--- src/exc_pkg.sv ---
// Functional notes
// - Only the highest priority pending exception is accepted, fixed order.
// - External or power-on reset vectors to reset address, sets bootstrap and error level.
// - Soft reset vectors to reset address, sets bootstrap, soft reset, error level.
// - Non-maskable interrupt vectors to reset address; ranks below single step, debug interrupt.
// - Debug exceptions vector to debug address, set own debug bit, no code.
// - Debug interrupt comes from external input or the break request bit.
// - Complex breakpoint sets imprecise break bits; lowest priority, debug address.
// - Conflicting TLB write gives machine check at base plus 0x180, code 0x18.
// - Unmasked interrupt takes code 0x00, loads priority level, per-source vector.
// - Deferred watch vectors to general address, sets watch pending, code 0x17.
// - Watch match gives code 0x17; fetch watches rank above data watches.
// - Fetch/load address errors code 0x04; store address errors code 0x05.
// - Fetch/load TLB fault code 0x02; fetch vector is base when level clear.
// - Store TLB fault vectors to general address, code 0x03.
// - Fetch hitting execute-inhibit page gives code 0x14 at general address.
// - Fetch bus error code 0x06; data bus error code 0x07.
// - Coprocessor unusable 0x0b outranks reserved instruction 0x0a.
// - Instruction-based faults report codes 0x08 to 0x0c at general address.
// - True trap gives code 0x0d at general address.
// - Configuration bit is registered into the compressed instruction set flag every cycle.
package exc_pkg;

   // ****************************************
   // Vectors and codes
   // ****************************************
   localparam logic [31:0] RESET_VECTOR = 32'hbfc0_0000;
   localparam logic [31:0] DEBUG_VECTOR = 32'hbfc0_0480;
   localparam logic [31:0] GENERAL_OFS  = 32'h0000_0180;
   localparam logic [31:0] BASE_RESET   = 32'h8000_0000;
   localparam logic [4:0]  CODE_INT     = 5'h00;
   localparam logic [4:0]  CODE_TLB_LOAD_FETCH_FAULT    = 5'h02;
   localparam logic [4:0]  CODE_TLB_STORE_FAULT    = 5'h03;
   localparam logic [4:0]  CODE_LOAD_FETCH_ADDRESS_ERROR    = 5'h04;
   localparam logic [4:0]  CODE_STORE_ADDRESS_ERROR    = 5'h05;
   localparam logic [4:0]  CODE_IBE     = 5'h06;
   localparam logic [4:0]  CODE_DBE     = 5'h07;
   localparam logic [4:0]  CODE_RI      = 5'h0a;
   localparam logic [4:0]  CODE_CPU     = 5'h0b;
   localparam logic [4:0]  CODE_EXEC_LO = 5'h08;
   localparam logic [4:0]  CODE_EXEC_HI = 5'h0c;
   localparam logic [4:0]  CODE_TRAP    = 5'h0d;
   localparam logic [4:0]  CODE_XI      = 5'h14;
   localparam logic [4:0]  CODE_WATCH   = 5'h17;
   localparam logic [4:0]  CODE_MACHINE_CHECK_FLAG  = 5'h18;

   // ****************************************
   // Source indices, highest priority first
   // ****************************************
   localparam int NSRC        = 27;
   localparam int S_RESET     = 0;
   localparam int S_SOFT      = 1;
   localparam int S_DSS       = 2;
   localparam int S_DEBUG_INTERRUPT      = 3;
   localparam int S_NMI       = 4;
   localparam int S_MACHINE_CHECK_FLAG    = 5;
   localparam int S_INT       = 6;
   localparam int S_DWATCH    = 7;
   localparam int S_DIB       = 8;
   localparam int S_FWATCH    = 9;
   localparam int S_FADDR     = 10;
   localparam int S_FTLB      = 11;
   localparam int S_XI        = 12;
   localparam int S_IBE       = 13;
   localparam int S_CPU       = 14;
   localparam int S_RI        = 15;
   localparam int S_EXEC      = 16;
   localparam int S_TRAP      = 17;
   localparam int S_DDB       = 18;
   localparam int S_DWATCHD   = 19;
   localparam int S_LADDR     = 20;
   localparam int S_SADDR     = 21;
   localparam int S_LTLB      = 22;
   localparam int S_STLB      = 23;
   localparam int S_DBE       = 24;
   localparam int S_DEBUG_LOAD_BREAK_CMP  = 25;
   localparam int S_COMPLEX_BREAKPOINT      = 26;

   // Debug status bit positions
   localparam int DB_DSS  = 0;
   localparam int DB_DEBUG_INTERRUPT = 1;
   localparam int DB_DIB  = 2;
   localparam int DB_DEBUG_LOAD_BREAK = 3;
   localparam int DB_DEBUG_STORE_BREAK = 4;
   localparam int DB_IIMP = 5;
   localparam int DB_LIMP = 6;
   localparam int DB_SIMP = 7;

   typedef enum logic [1:0] {KIND_RESET, KIND_DEBUG, KIND_GENERAL, KIND_INT} kind_e;

endpackage : exc_pkg

--- src/exc_sel_if.sv ---
`timescale 1ns/1ns
// Carries the pending vector into the picker and the winner back
interface exc_sel_if;
   logic [26:0] pending;
   logic        any;
   logic [4:0]  index;
   modport picker (input pending, output any, output index);
   modport user   (output pending, input any, input index);
endinterface : exc_sel_if

--- src/exc_pick.sv ---
`timescale 1ns/1ns
// Fixed priority picker, lowest index wins
module exc_pick
(
   exc_sel_if.picker sel
);
   import exc_pkg::*;

   // ****************************************
   // Priority scan
   // ****************************************
   // Scan from lowest priority up so the highest pending is last written
   always_comb
   begin
      sel.any   = |sel.pending;
      sel.index = 5'h00;
      for (int k = NSRC - 1; k >= 0; k--)
      begin
         if (sel.pending[k])
         begin
            sel.index = 5'(k);
         end
      end
   end

endmodule : exc_pick

--- src/cpu_exception_prioritizer.sv ---
`timescale 1ns/1ns
module cpu_exception_prioritizer
(
   input  wire logic        clk_i,
   input  wire logic        rstn_i,
   input  wire logic        power_on_reset_i,
   input  wire logic        external_reset_pin_i,
   input  wire logic        soft_reset_req_i,
   input  wire logic        debug_single_step_i,
   input  wire logic        debug_interrupt_input_i,
   input  wire logic        break_request_bit_i,
   input  wire logic        nmi_i,
   input  wire logic        tlb_conflict_i,
   input  wire logic        int_req_i,
   input  wire logic [2:0]  int_level_i,
   input  wire logic [31:0] int_vector_i,
   input  wire logic        deferred_watch_i,
   input  wire logic        debug_instruction_break_i,
   input  wire logic        fetch_watch_i,
   input  wire logic        fetch_address_error_i,
   input  wire logic        tlb_fetch_fault_i,
   input  wire logic        execute_inhibit_bit_i,
   input  wire logic        instruction_bus_error_i,
   input  wire logic        cop_unusable_i,
   input  wire logic        reserved_instr_i,
   input  wire logic        exec_fault_i,
   input  wire logic [4:0]  exec_code_i,
   input  wire logic        trap_exception_i,
   input  wire logic        debug_load_break_i,
   input  wire logic        debug_store_break_i,
   input  wire logic        data_watch_i,
   input  wire logic        load_address_error_i,
   input  wire logic        store_address_error_i,
   input  wire logic        tlb_load_fault_i,
   input  wire logic        tlb_store_fault_i,
   input  wire logic        data_bus_error_i,
   input  wire logic        debug_load_compare_i,
   input  wire logic        complex_breakpoint_i,
   input  wire logic [2:0]  complex_kind_i,
   input  wire logic        exception_isa_select_i,
   input  wire logic [31:0] exception_base_i,
   input  wire logic        exl_clear_i,
   input  wire logic        erl_clear_i,
   output logic             take_o,
   output logic [31:0]      vector_o,
   output logic [4:0]       exception_code_o,
   output logic             code_valid_o,
   output logic             bootstrap_vector_bit_o,
   output logic             error_level_bit_o,
   output logic             soft_reset_flag_o,
   output logic             nmi_flag_o,
   output logic             exception_level_bit_o,
   output logic             machine_check_flag_o,
   output logic             watch_pending_o,
   output logic [2:0]       interrupt_priority_level_o,
   output logic [7:0]       debug_status_o,
   output logic             compressed_isa_o,
   output logic [4:0]       cause_code_o
);
   import exc_pkg::*;

   // ****************************************
   // State
   // ****************************************
   typedef struct packed {
      logic        take;
      logic [31:0] vector;
      logic [4:0]  code;
      logic        code_valid;
      logic        bootstrap_vector_bit;
      logic        error_level_bit;
      logic        srst;
      logic        nmi;
      logic        exception_level_bit;
      logic        mchk;
      logic        wp;
      logic [2:0]  ipl;
      logic [7:0]  dbg;
      logic        isa;
      logic [4:0]  cause;
      logic        por_seen;
   } state_s;

   state_s      st;
   state_s      next_st;
   logic [1:0]  rst_sync;
   logic        rstn;
   logic [26:0] pend;
   kind_e       kind;
   logic [4:0]  win_code;

   exc_sel_if sel ();

   // Reset release through two flops
   always_ff @(posedge clk_i or negedge rstn_i)
   begin
      if (!rstn_i)
         rst_sync <= 2'b00;
      else
         rst_sync <= {rst_sync[0], 1'b1};
   end
   assign rstn = rst_sync[1];

   // ****************************************
   // Pending sources
   // ****************************************
   // Gather every source into its priority slot
   always_comb
   begin
      pend             = '0;
      pend[S_RESET]    = external_reset_pin_i | power_on_reset_i;
      pend[S_SOFT]     = soft_reset_req_i;
      pend[S_DSS]      = debug_single_step_i;
      pend[S_DEBUG_INTERRUPT]     = debug_interrupt_input_i | break_request_bit_i;
      pend[S_NMI]      = nmi_i;
      pend[S_MACHINE_CHECK_FLAG]   = tlb_conflict_i;
      pend[S_INT]      = int_req_i;
      pend[S_DWATCH]   = deferred_watch_i;
      pend[S_DIB]      = debug_instruction_break_i;
      pend[S_FWATCH]   = fetch_watch_i;
      pend[S_FADDR]    = fetch_address_error_i;
      pend[S_FTLB]     = tlb_fetch_fault_i;
      pend[S_XI]       = execute_inhibit_bit_i;
      pend[S_IBE]      = instruction_bus_error_i;
      pend[S_CPU]      = cop_unusable_i;
      pend[S_RI]       = reserved_instr_i;
      pend[S_EXEC]     = exec_fault_i;
      pend[S_TRAP]     = trap_exception_i;
      pend[S_DDB]      = debug_load_break_i | debug_store_break_i;
      pend[S_DWATCHD]  = data_watch_i;
      pend[S_LADDR]    = load_address_error_i;
      pend[S_SADDR]    = store_address_error_i;
      pend[S_LTLB]     = tlb_load_fault_i;
      pend[S_STLB]     = tlb_store_fault_i;
      pend[S_DBE]      = data_bus_error_i;
      pend[S_DEBUG_LOAD_BREAK_CMP] = debug_load_compare_i;
      pend[S_COMPLEX_BREAKPOINT]     = complex_breakpoint_i;
   end

   assign sel.pending = pend;

   exc_pick u_pick
   (
      .sel (sel)
   );

   // ****************************************
   // Classify the winner
   // ****************************************
   // Kind and code of the accepted source
   always_comb
   begin
      kind     = KIND_GENERAL;
      win_code = CODE_INT;
      case (int'(sel.index))
         S_RESET, S_SOFT, S_NMI: kind = KIND_RESET;
         S_DSS, S_DEBUG_INTERRUPT, S_DIB, S_DDB, S_DEBUG_LOAD_BREAK_CMP, S_COMPLEX_BREAKPOINT: kind = KIND_DEBUG;
         S_MACHINE_CHECK_FLAG: win_code = CODE_MACHINE_CHECK_FLAG;
         S_INT:
         begin
            kind     = KIND_INT;
            win_code = CODE_INT;
         end
         S_DWATCH, S_FWATCH, S_DWATCHD: win_code = CODE_WATCH;
         S_FADDR, S_LADDR: win_code = CODE_LOAD_FETCH_ADDRESS_ERROR;
         S_SADDR: win_code = CODE_STORE_ADDRESS_ERROR;
         S_FTLB, S_LTLB: win_code = CODE_TLB_LOAD_FETCH_FAULT;
         S_STLB: win_code = CODE_TLB_STORE_FAULT;
         S_XI: win_code = CODE_XI;
         S_IBE: win_code = CODE_IBE;
         S_DBE: win_code = CODE_DBE;
         S_CPU: win_code = CODE_CPU;
         S_RI: win_code = CODE_RI;
         S_EXEC:
         begin
            // Out of range codes fall back to the low end
            if (exec_code_i >= CODE_EXEC_LO && exec_code_i <= CODE_EXEC_HI)
               win_code = exec_code_i;
            else
               win_code = CODE_EXEC_LO;
         end
         S_TRAP: win_code = CODE_TRAP;
         default: win_code = CODE_INT;
      endcase
   end

   // ****************************************
   // Next state
   // ****************************************
   always_comb
   begin
      next_st            = st;
      next_st.take       = 1'b0;
      next_st.code_valid = 1'b0;
      next_st.por_seen   = 1'b1;
      next_st.isa        = exception_isa_select_i;
      // Software clear of EXL loses to a general exception, clear of ERL to a reset-class one
      if (exl_clear_i)
         next_st.exception_level_bit = 1'b0;
      if (erl_clear_i)
         next_st.error_level_bit = 1'b0;
      if (sel.any)
      begin
         next_st.take = 1'b1;
         case (kind)
            KIND_RESET:
            begin
               next_st.vector = RESET_VECTOR;
               next_st.bootstrap_vector_bit    = 1'b1;
               next_st.error_level_bit    = 1'b1;
               next_st.srst   = (int'(sel.index) == S_SOFT);
               next_st.nmi    = (int'(sel.index) == S_NMI);
            end
            KIND_DEBUG:
            begin
               next_st.vector = DEBUG_VECTOR;
               next_st.dbg    = '0;
               case (int'(sel.index))
                  S_DSS:  next_st.dbg[DB_DSS]  = 1'b1;
                  S_DEBUG_INTERRUPT: next_st.dbg[DB_DEBUG_INTERRUPT] = 1'b1;
                  S_DIB:  next_st.dbg[DB_DIB]  = 1'b1;
                  S_DDB:
                  begin
                     next_st.dbg[DB_DEBUG_LOAD_BREAK] = debug_load_break_i;
                     next_st.dbg[DB_DEBUG_STORE_BREAK] = debug_store_break_i;
                  end
                  S_DEBUG_LOAD_BREAK_CMP: next_st.dbg[DB_DEBUG_LOAD_BREAK] = 1'b1;
                  S_COMPLEX_BREAKPOINT:
                  begin
                     next_st.dbg[DB_IIMP] = complex_kind_i[0];
                     next_st.dbg[DB_LIMP] = complex_kind_i[1];
                     next_st.dbg[DB_SIMP] = complex_kind_i[2];
                  end
                  default: next_st.dbg = '0;
               endcase
            end
            KIND_INT:
            begin
               next_st.vector     = int_vector_i;
               next_st.ipl        = int_level_i;
               next_st.code       = win_code;
               next_st.code_valid = 1'b1;
               next_st.cause      = win_code;
            end
            default:
            begin
               // Fetch TLB fault at level zero uses the bare base
               if (int'(sel.index) == S_FTLB && !st.exception_level_bit)
                  next_st.vector = exception_base_i;
               else
                  next_st.vector = exception_base_i + GENERAL_OFS;
               next_st.exception_level_bit        = 1'b1;
               next_st.mchk       = (int'(sel.index) == S_MACHINE_CHECK_FLAG) | st.mchk;
               next_st.wp         = (int'(sel.index) == S_DWATCH);
               next_st.code       = win_code;
               next_st.code_valid = 1'b1;
               next_st.cause      = win_code;
            end
         endcase
      end
   end

   // State register
   always_ff @(posedge clk_i or negedge rstn)
   begin
      if (!rstn)
      begin
         st        <= '0;
         st.vector <= RESET_VECTOR;
         st.bootstrap_vector_bit    <= 1'b1;
         st.error_level_bit    <= 1'b1;
      end
      else
         st <= next_st;
   end

   // ****************************************
   // Outputs
   // ****************************************
   assign take_o                     = st.take;
   assign vector_o                   = st.vector;
   assign exception_code_o           = st.code;
   assign code_valid_o               = st.code_valid;
   assign bootstrap_vector_bit_o     = st.bootstrap_vector_bit;
   assign error_level_bit_o          = st.error_level_bit;
   assign soft_reset_flag_o          = st.srst;
   assign nmi_flag_o                 = st.nmi;
   assign exception_level_bit_o      = st.exception_level_bit;
   assign machine_check_flag_o       = st.mchk;
   assign watch_pending_o            = st.wp;
   assign interrupt_priority_level_o = st.ipl;
   assign debug_status_o             = st.dbg;
   assign compressed_isa_o           = st.isa;
   assign cause_code_o               = st.cause;

   // ****************************************
   // Checks
   // ****************************************
   property p_reset_vec;
      @(posedge clk_i) disable iff (!rstn)
      external_reset_pin_i |=> take_o && vector_o == 32'hbfc0_0000 && bootstrap_vector_bit_o
         && error_level_bit_o;
   endproperty
   a_reset_vec: assert property (p_reset_vec) else $error("reset vector wrong");

   property p_soft;
      @(posedge clk_i) disable iff (!rstn)
      soft_reset_req_i && !external_reset_pin_i && !power_on_reset_i |=> soft_reset_flag_o;
   endproperty
   a_soft: assert property (p_soft) else $error("soft reset flag missing");

   property p_nmi_rank;
      @(posedge clk_i) disable iff (!rstn)
      nmi_i && debug_single_step_i && !pend[S_RESET] && !soft_reset_req_i
         |=> debug_status_o[DB_DSS] && vector_o == 32'hbfc0_0480;
   endproperty
   a_nmi_rank: assert property (p_nmi_rank) else $error("nmi outranked step");

   property p_debug_interrupt;
      @(posedge clk_i) disable iff (!rstn)
      break_request_bit_i && pend[2:0] == 3'b000 |=> vector_o == 32'hbfc0_0480
         && debug_status_o[DB_DEBUG_INTERRUPT];
   endproperty
   a_debug_interrupt: assert property (p_debug_interrupt) else $error("debug interrupt missed");

   property p_machine_check_flag;
      @(posedge clk_i) disable iff (!rstn)
      sel.any && int'(sel.index) == S_MACHINE_CHECK_FLAG |=> exception_code_o == 5'h18
         && machine_check_flag_o && exception_level_bit_o;
   endproperty
   a_machine_check_flag: assert property (p_machine_check_flag) else $error("machine check wrong");

   property p_cpu_ri;
      @(posedge clk_i) disable iff (!rstn)
      sel.any && int'(sel.index) == S_CPU && reserved_instr_i |=> exception_code_o == 5'h0b;
   endproperty
   a_cpu_ri: assert property (p_cpu_ri) else $error("unusable not preferred");

   property p_ftlb;
      @(posedge clk_i) disable iff (!rstn)
      sel.any && int'(sel.index) == S_FTLB && !exception_level_bit_o
         |=> vector_o == $past(exception_base_i) && exception_code_o == 5'h02;
   endproperty
   a_ftlb: assert property (p_ftlb) else $error("fetch tlb vector wrong");

   property p_cause;
      @(posedge clk_i) disable iff (!rstn)
      code_valid_o |-> cause_code_o == exception_code_o;
   endproperty
   a_cause: assert property (p_cause) else $error("cause not recorded");

endmodule : cpu_exception_prioritizer

--- config.mk ---
export PLATFORM = sky130hd
export DESIGN_NAME = cpu_exception_prioritizer
export DESIGN_NICKNAME = d
export VERILOG_FILES = /design/src/exc_pkg.sv /design/src/exc_sel_if.sv /design/src/exc_pick.sv /design/src/cpu_exception_prioritizer.sv
export SDC_FILE = /design/constraint.sdc
export NUM_CORES = 1
export LEC_CHECK = 0
export BUFFER_PORTS_ARGS = -buffer_cell sky130_fd_sc_hd__buf_2
export CORE_UTILIZATION = 25
export CTS_BUF_LIST = sky130_fd_sc_hd__clkbuf_8
export CTS_CLUSTER_SIZE = 14
export DETAILED_ROUTE_END_ITERATION = 16
export PLACE_DENSITY = 0.47
export SLEW_MARGIN = 10
export SYNTH_ARGS = -nofsm -noshare
export SYNTH_HDL_FRONTEND = slang
export SYNTH_SLANG_ARGS = --single-unit
--- constraint.sdc ---
create_clock -name clk_i -period 3.57 [get_ports clk_i]
set_input_delay 0.357 -clock clk_i [delete_from_list [all_inputs] [get_ports clk_i]]
set_output_delay 0.357 -clock clk_i [all_outputs]
set_load 0.01 [all_outputs]
Word level (Yosys, flattened, before mapping):

Index checks and enable logic that the tools add are counted.

* register bits: 59
* bits in latches: 0
* bits in writable memories: 0
* bits in read-only memories: 0
* input bits: 110
* output and inout port bits: 63
* word-level logic and storage cells: 120
* memories kept: 0

* add/subtract/negate cells: 1
* $mul: 0
* divide/modulo/power cells: 0
* $lt $le $gt $ge: 2
* equal/unequal tests: 33
* shift operators: 0
* muxes and demuxes: 46
* bitwise gates (word level): 6
* reduce and logical (&&, ||, !) cells: 18

Operator list (count)
* $mux W5: 28
* $pmux W32 S3: 1
* $pmux W5 S13: 1
* $eq A5 B5 Y1 const B: 12
* $mux W57: 1
* $eq A5 B4 Y1 const B: 11
* $add A32 B9 Y32 const B: 1
* $mux W32: 1
* $reduce_or A27 Y1: 1
* $eq A5 B3 Y1 const B: 4
* $eq A5 B2 Y1 const B: 3
* $mux W3: 4
* $reduce_and A2 Y1: 5
* $reduce_or A3 Y1: 3
* $mux W8: 1
* $mux W1: 6
* $mux W6: 1
* $pmux W2 S3: 1
* $reduce_or A2 Y1: 3
* $reduce_or A6 Y1: 1
* $eq A5 B1 Y1 const B: 1
* $ge A5 B4 Y1 const B: 1
* $le A5 B4 Y1 const B: 1
* $logic_not A5 Y1: 1
* 8 further kinds: 13

Longest topological paths before layout:

* depth after elaboration: 34
* mapped depth: 10
* mapped depth without buffers: 8

Modules after synthesis:

From an unflattened synthesis, not the netlist that was laid out.

* cells, all modules: 452
* area total of the unflattened synthesis: 3875.0 um^2

By module, submodules not included
* cpu_exception_prioritizer: instances 1, cells an instance 395, area an instance 3542.1 um^2, seq. area each 1488.9 um^2
* exc_pick: instances 1, cells an instance 57, area an instance 332.8 um^2, seq. area each 0.0 um^2

Least setup slack after synthesis:

Ideal clock, no wire load.

* path kind: input-to-reg
* from: input port cop_unusable_i
* to: register st, in the netlist cause_code_o[1]
* library setup time: 124 ps
* data arrival time: 2344 ps
* required time: 3446 ps
* setup slack: 1102 ps
* cell stages on the path: 9
* buffers on the path: 1
* cell sequence: or3_1 a211oi_2 o41ai_2 a21oi_1 clkbuf_1 xnor2_1 mux2i_1 a221o_1 a211o_1

* cells in the longest elaborated chain, start to end: 22
* elaborated cells between the ends (all ways): 55
* classes of those cells: 27 x eq/ne; 17 x mux; 1 x bitwise; 10 x reduce/logical

Ends and longest elaborated chain
* from (decl): RTL line cpu_exception_prioritizer.sv:24 `input wire logic cop_unusable_i,`
* $mux W5 (15 in a row): RTL line exc_pick.sv:19 `if (sel.pending[k])`
* $eq A5 B4 Y1, or another cell as far along: RTL line cpu_exception_prioritizer.sv:155 `case (int'(sel.index))`
* $reduce_or A6 Y1 or $reduce_or A3 Y1 (tied branches): RTL line cpu_exception_prioritizer.sv:155
* $pmux W2 S3: RTL line cpu_exception_prioritizer.sv:155
* $eq A2 B1 Y1 or $logic_not A2 Y1 (tied branches): RTL line cpu_exception_prioritizer.sv:205 `case (kind)`
* $reduce_or A2 Y1 (no line)
* $not A1 Y1 (no line)
* $reduce_and A2 Y1 (no line)
* to (signal assigned): RTL line cpu_exception_prioritizer.sv:274 `st <= next_st;`
* to (decl): RTL line cpu_exception_prioritizer.sv:84 `state_s st;`

Several ways; a longest one is shown, not always the timed one.
A chain may end at the register's enable or synchronous reset.

Worst setup path after layout:

* from: input port tlb_load_fault_i
* to: register st, in the netlist debug_status_o[3]

* cells in the longest elaborated chain, start to end: 28
* elaborated cells between the ends (all ways): 40
* classes of those cells: 10 x eq/ne; 25 x mux; 5 x reduce/logical

Ends and longest elaborated chain
* from (decl): RTL line cpu_exception_prioritizer.sv:34 `input wire logic tlb_load_fault_i,`
* $mux W5 (23 in a row): RTL line exc_pick.sv:19
* $eq A5 B4 Y1, or another cell as far along: RTL line cpu_exception_prioritizer.sv:155
* $reduce_or A6 Y1 or $reduce_or A3 Y1 (tied branches): RTL line cpu_exception_prioritizer.sv:155
* $pmux W2 S3: RTL line cpu_exception_prioritizer.sv:155
* $eq A2 B1 Y1: RTL line cpu_exception_prioritizer.sv:205
* $reduce_and A2 Y1 (no line)

Several ways; a longest one is shown, not always the timed one.

==> results.yml <==
outcome:
  outcome: "completed"
sta:
  rsz0062_at_grt: "no"
  slew_viol_final: 0
  finalCriticalPeriod_ns: 2.75
  fin_setup_tns_ns: 0
  hold_violations: 0
  fmaxAchievable_ghz: 0.364
  worst_pin_slew_ns: 0.817
  fin_crit_sh: 0.770
  fin_skew_ns: 0.0147
  slew_headroom: 0.451
  setup-violations-final: 0
finish:
  multi_input_area_mm2: 0.00207
  nNetsFinal: 702
  fill_cells: 1532
  areaGrowthSynthToFinish_pct: 33.4
  final_util: 0.344
  seqCellArea_mm2: 0.00149
  layout-drive-gt1-share: 0.396
detailed_routing:
  remaining_drc_errors: 0
  antenna_left: 0
  drt_first_pass_iters: 4
  drtIter0Drc: 153
  post_drt_wl_per_cell_um: 16.4
  vias_per_cell: 4.93
  wl_um: 12800
  vias: 3848
worst_setup_path:
  start_kind: "input port"
  cpMaxStageDelayCell: "o21ai_1"
  crit_chain: "buf_2, nor4_1, nor4_2, o21ai_1, a21oi_1, o311a_2, a21o_1, a221o_1"
  worstPathMaxFanout: 11
  cp.required_ns: 3.79
  crit_type: "in -> reg"
  end_kind: "flop"
  crit_path_max_incr_delay_ns: 0.67
  worstPathArrival_ns: 2.97
synth:
  synthTopCellsByArea: "dfrtp_1 (33%), dfstp_2 (7.0%), a22oi_1 (4.6%)"
  synthCells: 423
  synth-seq-cells: 59
  synth_top_area_frac: 0.326
  synth-async-reset-ratio: 1.00
  synth_edf_count: 0
  synth_area_per_cell_um2: 8.89
  yosysSeqAreaShare: 0.396
  ys_warn_count: 0
  syn_area_mm2: 0.00376
  synthFlopType: "dfrtp_1"
  synth_cell_types: 65
  synth_area_leader_cell: "dfrtp_1"
global_routing:
  globalRouteOverflowTotal: 0
  grt_pass1_vias: 3864
  antenna_found_initial: 2
  grt_pass1_wl_um: 20700
  grt_start_max_net_pins: 31
  globalRouteTotalUtil: 0.167
worst_hold_path:
  hold_path_class: "in -> reg"
clock_network:
  path_clk_slew_ns: 0.07
  insertion_delay_ns: 0.35
  cts_buffer_depth: 2
  ctsHtreeMaxLevel: 3
  cts_buffers: 9
  ctsResizeCount: 0
  cts_sinks: 59
  cts_tree: "done"
  clock-root-buffer: "clkbuf_8"
placement:
  dp_hpwl_um: 10100
  port_buffers: 171
  place_congestion: 0.828
die:
  start_util: 0.258
  die-height_um: 125
  dieArea_mm2: 0.0155
  core_area_mm2: 0.0146
  ios: 173
  row_count: 44
  die_w_um: 125
pwr:
  cellPowerDensity_mw_per_mm2: 345
  p_leak_nw: 2.40
  ir_drop_mv: 0.129
flow_run:
  maxCapViolCount: 0
## critical path, delay by kind of cell
kind | cells | cell delay, ns
buf+inv | 1 | 0.12
compound gates | 5 | 1.89
simple gates | 2 | 0.60
## cell usage in the layout, fill, tap and decap left out, drive strengths merged, types with 5 or more instances in the layout
master,instances
a21oi,22
buf,177
xor2,12
nor3,18
nand3,12
nor4,8
clkbuf,10
a22oi,23
inv,19
nor2,35
dfrtp,49
a22o,6
nand2,45
dfstp,10
nand4,8
o21ai,41
xnor2,15
o22ai,8
or2,5
## sequential cells by signal (all words and copies together) (netlist names)
name / flops
interrupt_priority_level_o: 3
machine_check_flag_o: 1
take_o: 1
debug_status_o: 8
cause_code_o: 5
vector_o: 32
code_valid_o: 1
compressed_isa_o: 1
rst_sync: 2
exception_level_bit_o: 1
soft_reset_flag_o: 1
watch_pending_o: 1
error_level_bit_o: 1
nmi_flag_o: 1
## logic make-up (layout without fill, tap and decap cells)
logic type,after synthesis,in the layout,share of synthesized area
AO/OA/AOI/OAI,132,132,0.258
XOR/XNOR,27,27,0.0629
adder cells (fa/ha/maj),1,1,0.00333
buffers and inverters,40,212,0.0549
flip-flops,59,59,0.396
multiplexers,3,3,0.00832
other,1,3,0.000997
AND/OR/NAND/NOR,160,160,0.216
## final timing paths
path                                                 start                                        end  slack (ns)  cells after the start
setup / recovery                          tlb_load_fault_i              debug_status_o[3]$_DFFE_PN0P_        0.82                      8
hold / removal                      exception_isa_select_i                 compressed_isa_o$_DFF_PN0_        0.12                      1
setup reg to reg           exception_level_bit_o$_DFF_PN0_                   vector_o[23]$_DFFE_PN1N_        1.62                      9
hold reg to reg                      rst_sync[1]$_DFF_PN0_  interrupt_priority_level_o[2]$_DFFE_PN0P_        0.31                      0
max in group asynchronous            rst_sync[1]$_DFF_PN0_                error_level_bit_o$_DFF_PN1_        2.38                      1
min in group asynchronous            rst_sync[1]$_DFF_PN0_  interrupt_priority_level_o[2]$_DFFE_PN0P_        0.31                      0
## cell type report
class / instances / share of cell area
Clock inverter: 6 / 0.0207
Timing Repair Buffer: 178 / 0.182
Antenna cell: 1 / 0.000499
Inverter: 18 / 0.0135
Clock buffer: 10 / 0.0274
Multi-Input combinational cell: 325 / 0.413
Tap cell: 184 / 0.0459
Sequential cell: 59 / 0.297
## timing repair
action / CTS / global route
hold buffers: 1 / 0
buffers inserted: 0 / 0
hold endpoints to repair: 2 / 0
## power by group
| part | internal (mW) | switching, mW |
|---|---|---|
| combinational | 0.111 | 0.150 |
| sequential | 0.698 | 0.0210 |
| clock | 0.478 | 0.274 |
## cells in the mapped netlist, types with 2 or more instances
cell / number
or3_1: 4
buf_6: 3
xnor2_1: 15
a21o_1: 4
nor2b_1: 3
a221o_1: 3
nor2_2: 2
nand3_1: 12
buf_2: 9
o31ai_1: 2
a21oi_2: 4
and2_1: 4
a211o_1: 4
or2_2: 3
o211ai_1: 2
and3_1: 4
nor4_2: 2
o21a_1: 2
o21ai_1: 15
a22oi_1: 23
a31oi_1: 2
mux2i_1: 2
nand2b_1: 3
o21ai_2: 10
or4_1: 3
a22o_1: 6
inv_1: 18
nor3b_1: 2
dfrtp_1: 49
o22ai_1: 8
o21ai_0: 16
nor4_1: 6
nand4b_1: 2
buf_4: 6
nand4_1: 8
dfstp_2: 10
xor2_1: 12
clkbuf_1: 4
nand2_1: 45
nor2_1: 33
nor3_1: 17
a21oi_1: 18
## per-stage QoR
step | std cells | setup slack (ns) | cell area (µm²) | hold slack, ns | total power, mW
after floorplan | 424 | 1.10 | 3760 | 0.0614 | 0.853
after global placement | 763 | 0.574 | 4760 | 0.143 | 0.991
after detailed placement | 763 | 0.471 | 4760 | 0.143 | 0.993
after CTS | 780 | 0.838 | 5010 | 0.0999 | 1.76
after global routing | 780 | 0.564 | 5010 | 0.0920 | 1.82
final | 781 | 0.820 | 5020 | 0.122 | 1.73
## per-layer routing
metal,up-vias,track usage,share of wire
met5,-,0,0.00062
met4,2,0.0510,0.016
met3,18,0.0464,0.060
met2,117,0.281,0.48
met1,1828,0.207,0.44
li1,1883,-,-
No activity file was read; power rests on OpenSTA's default activity.
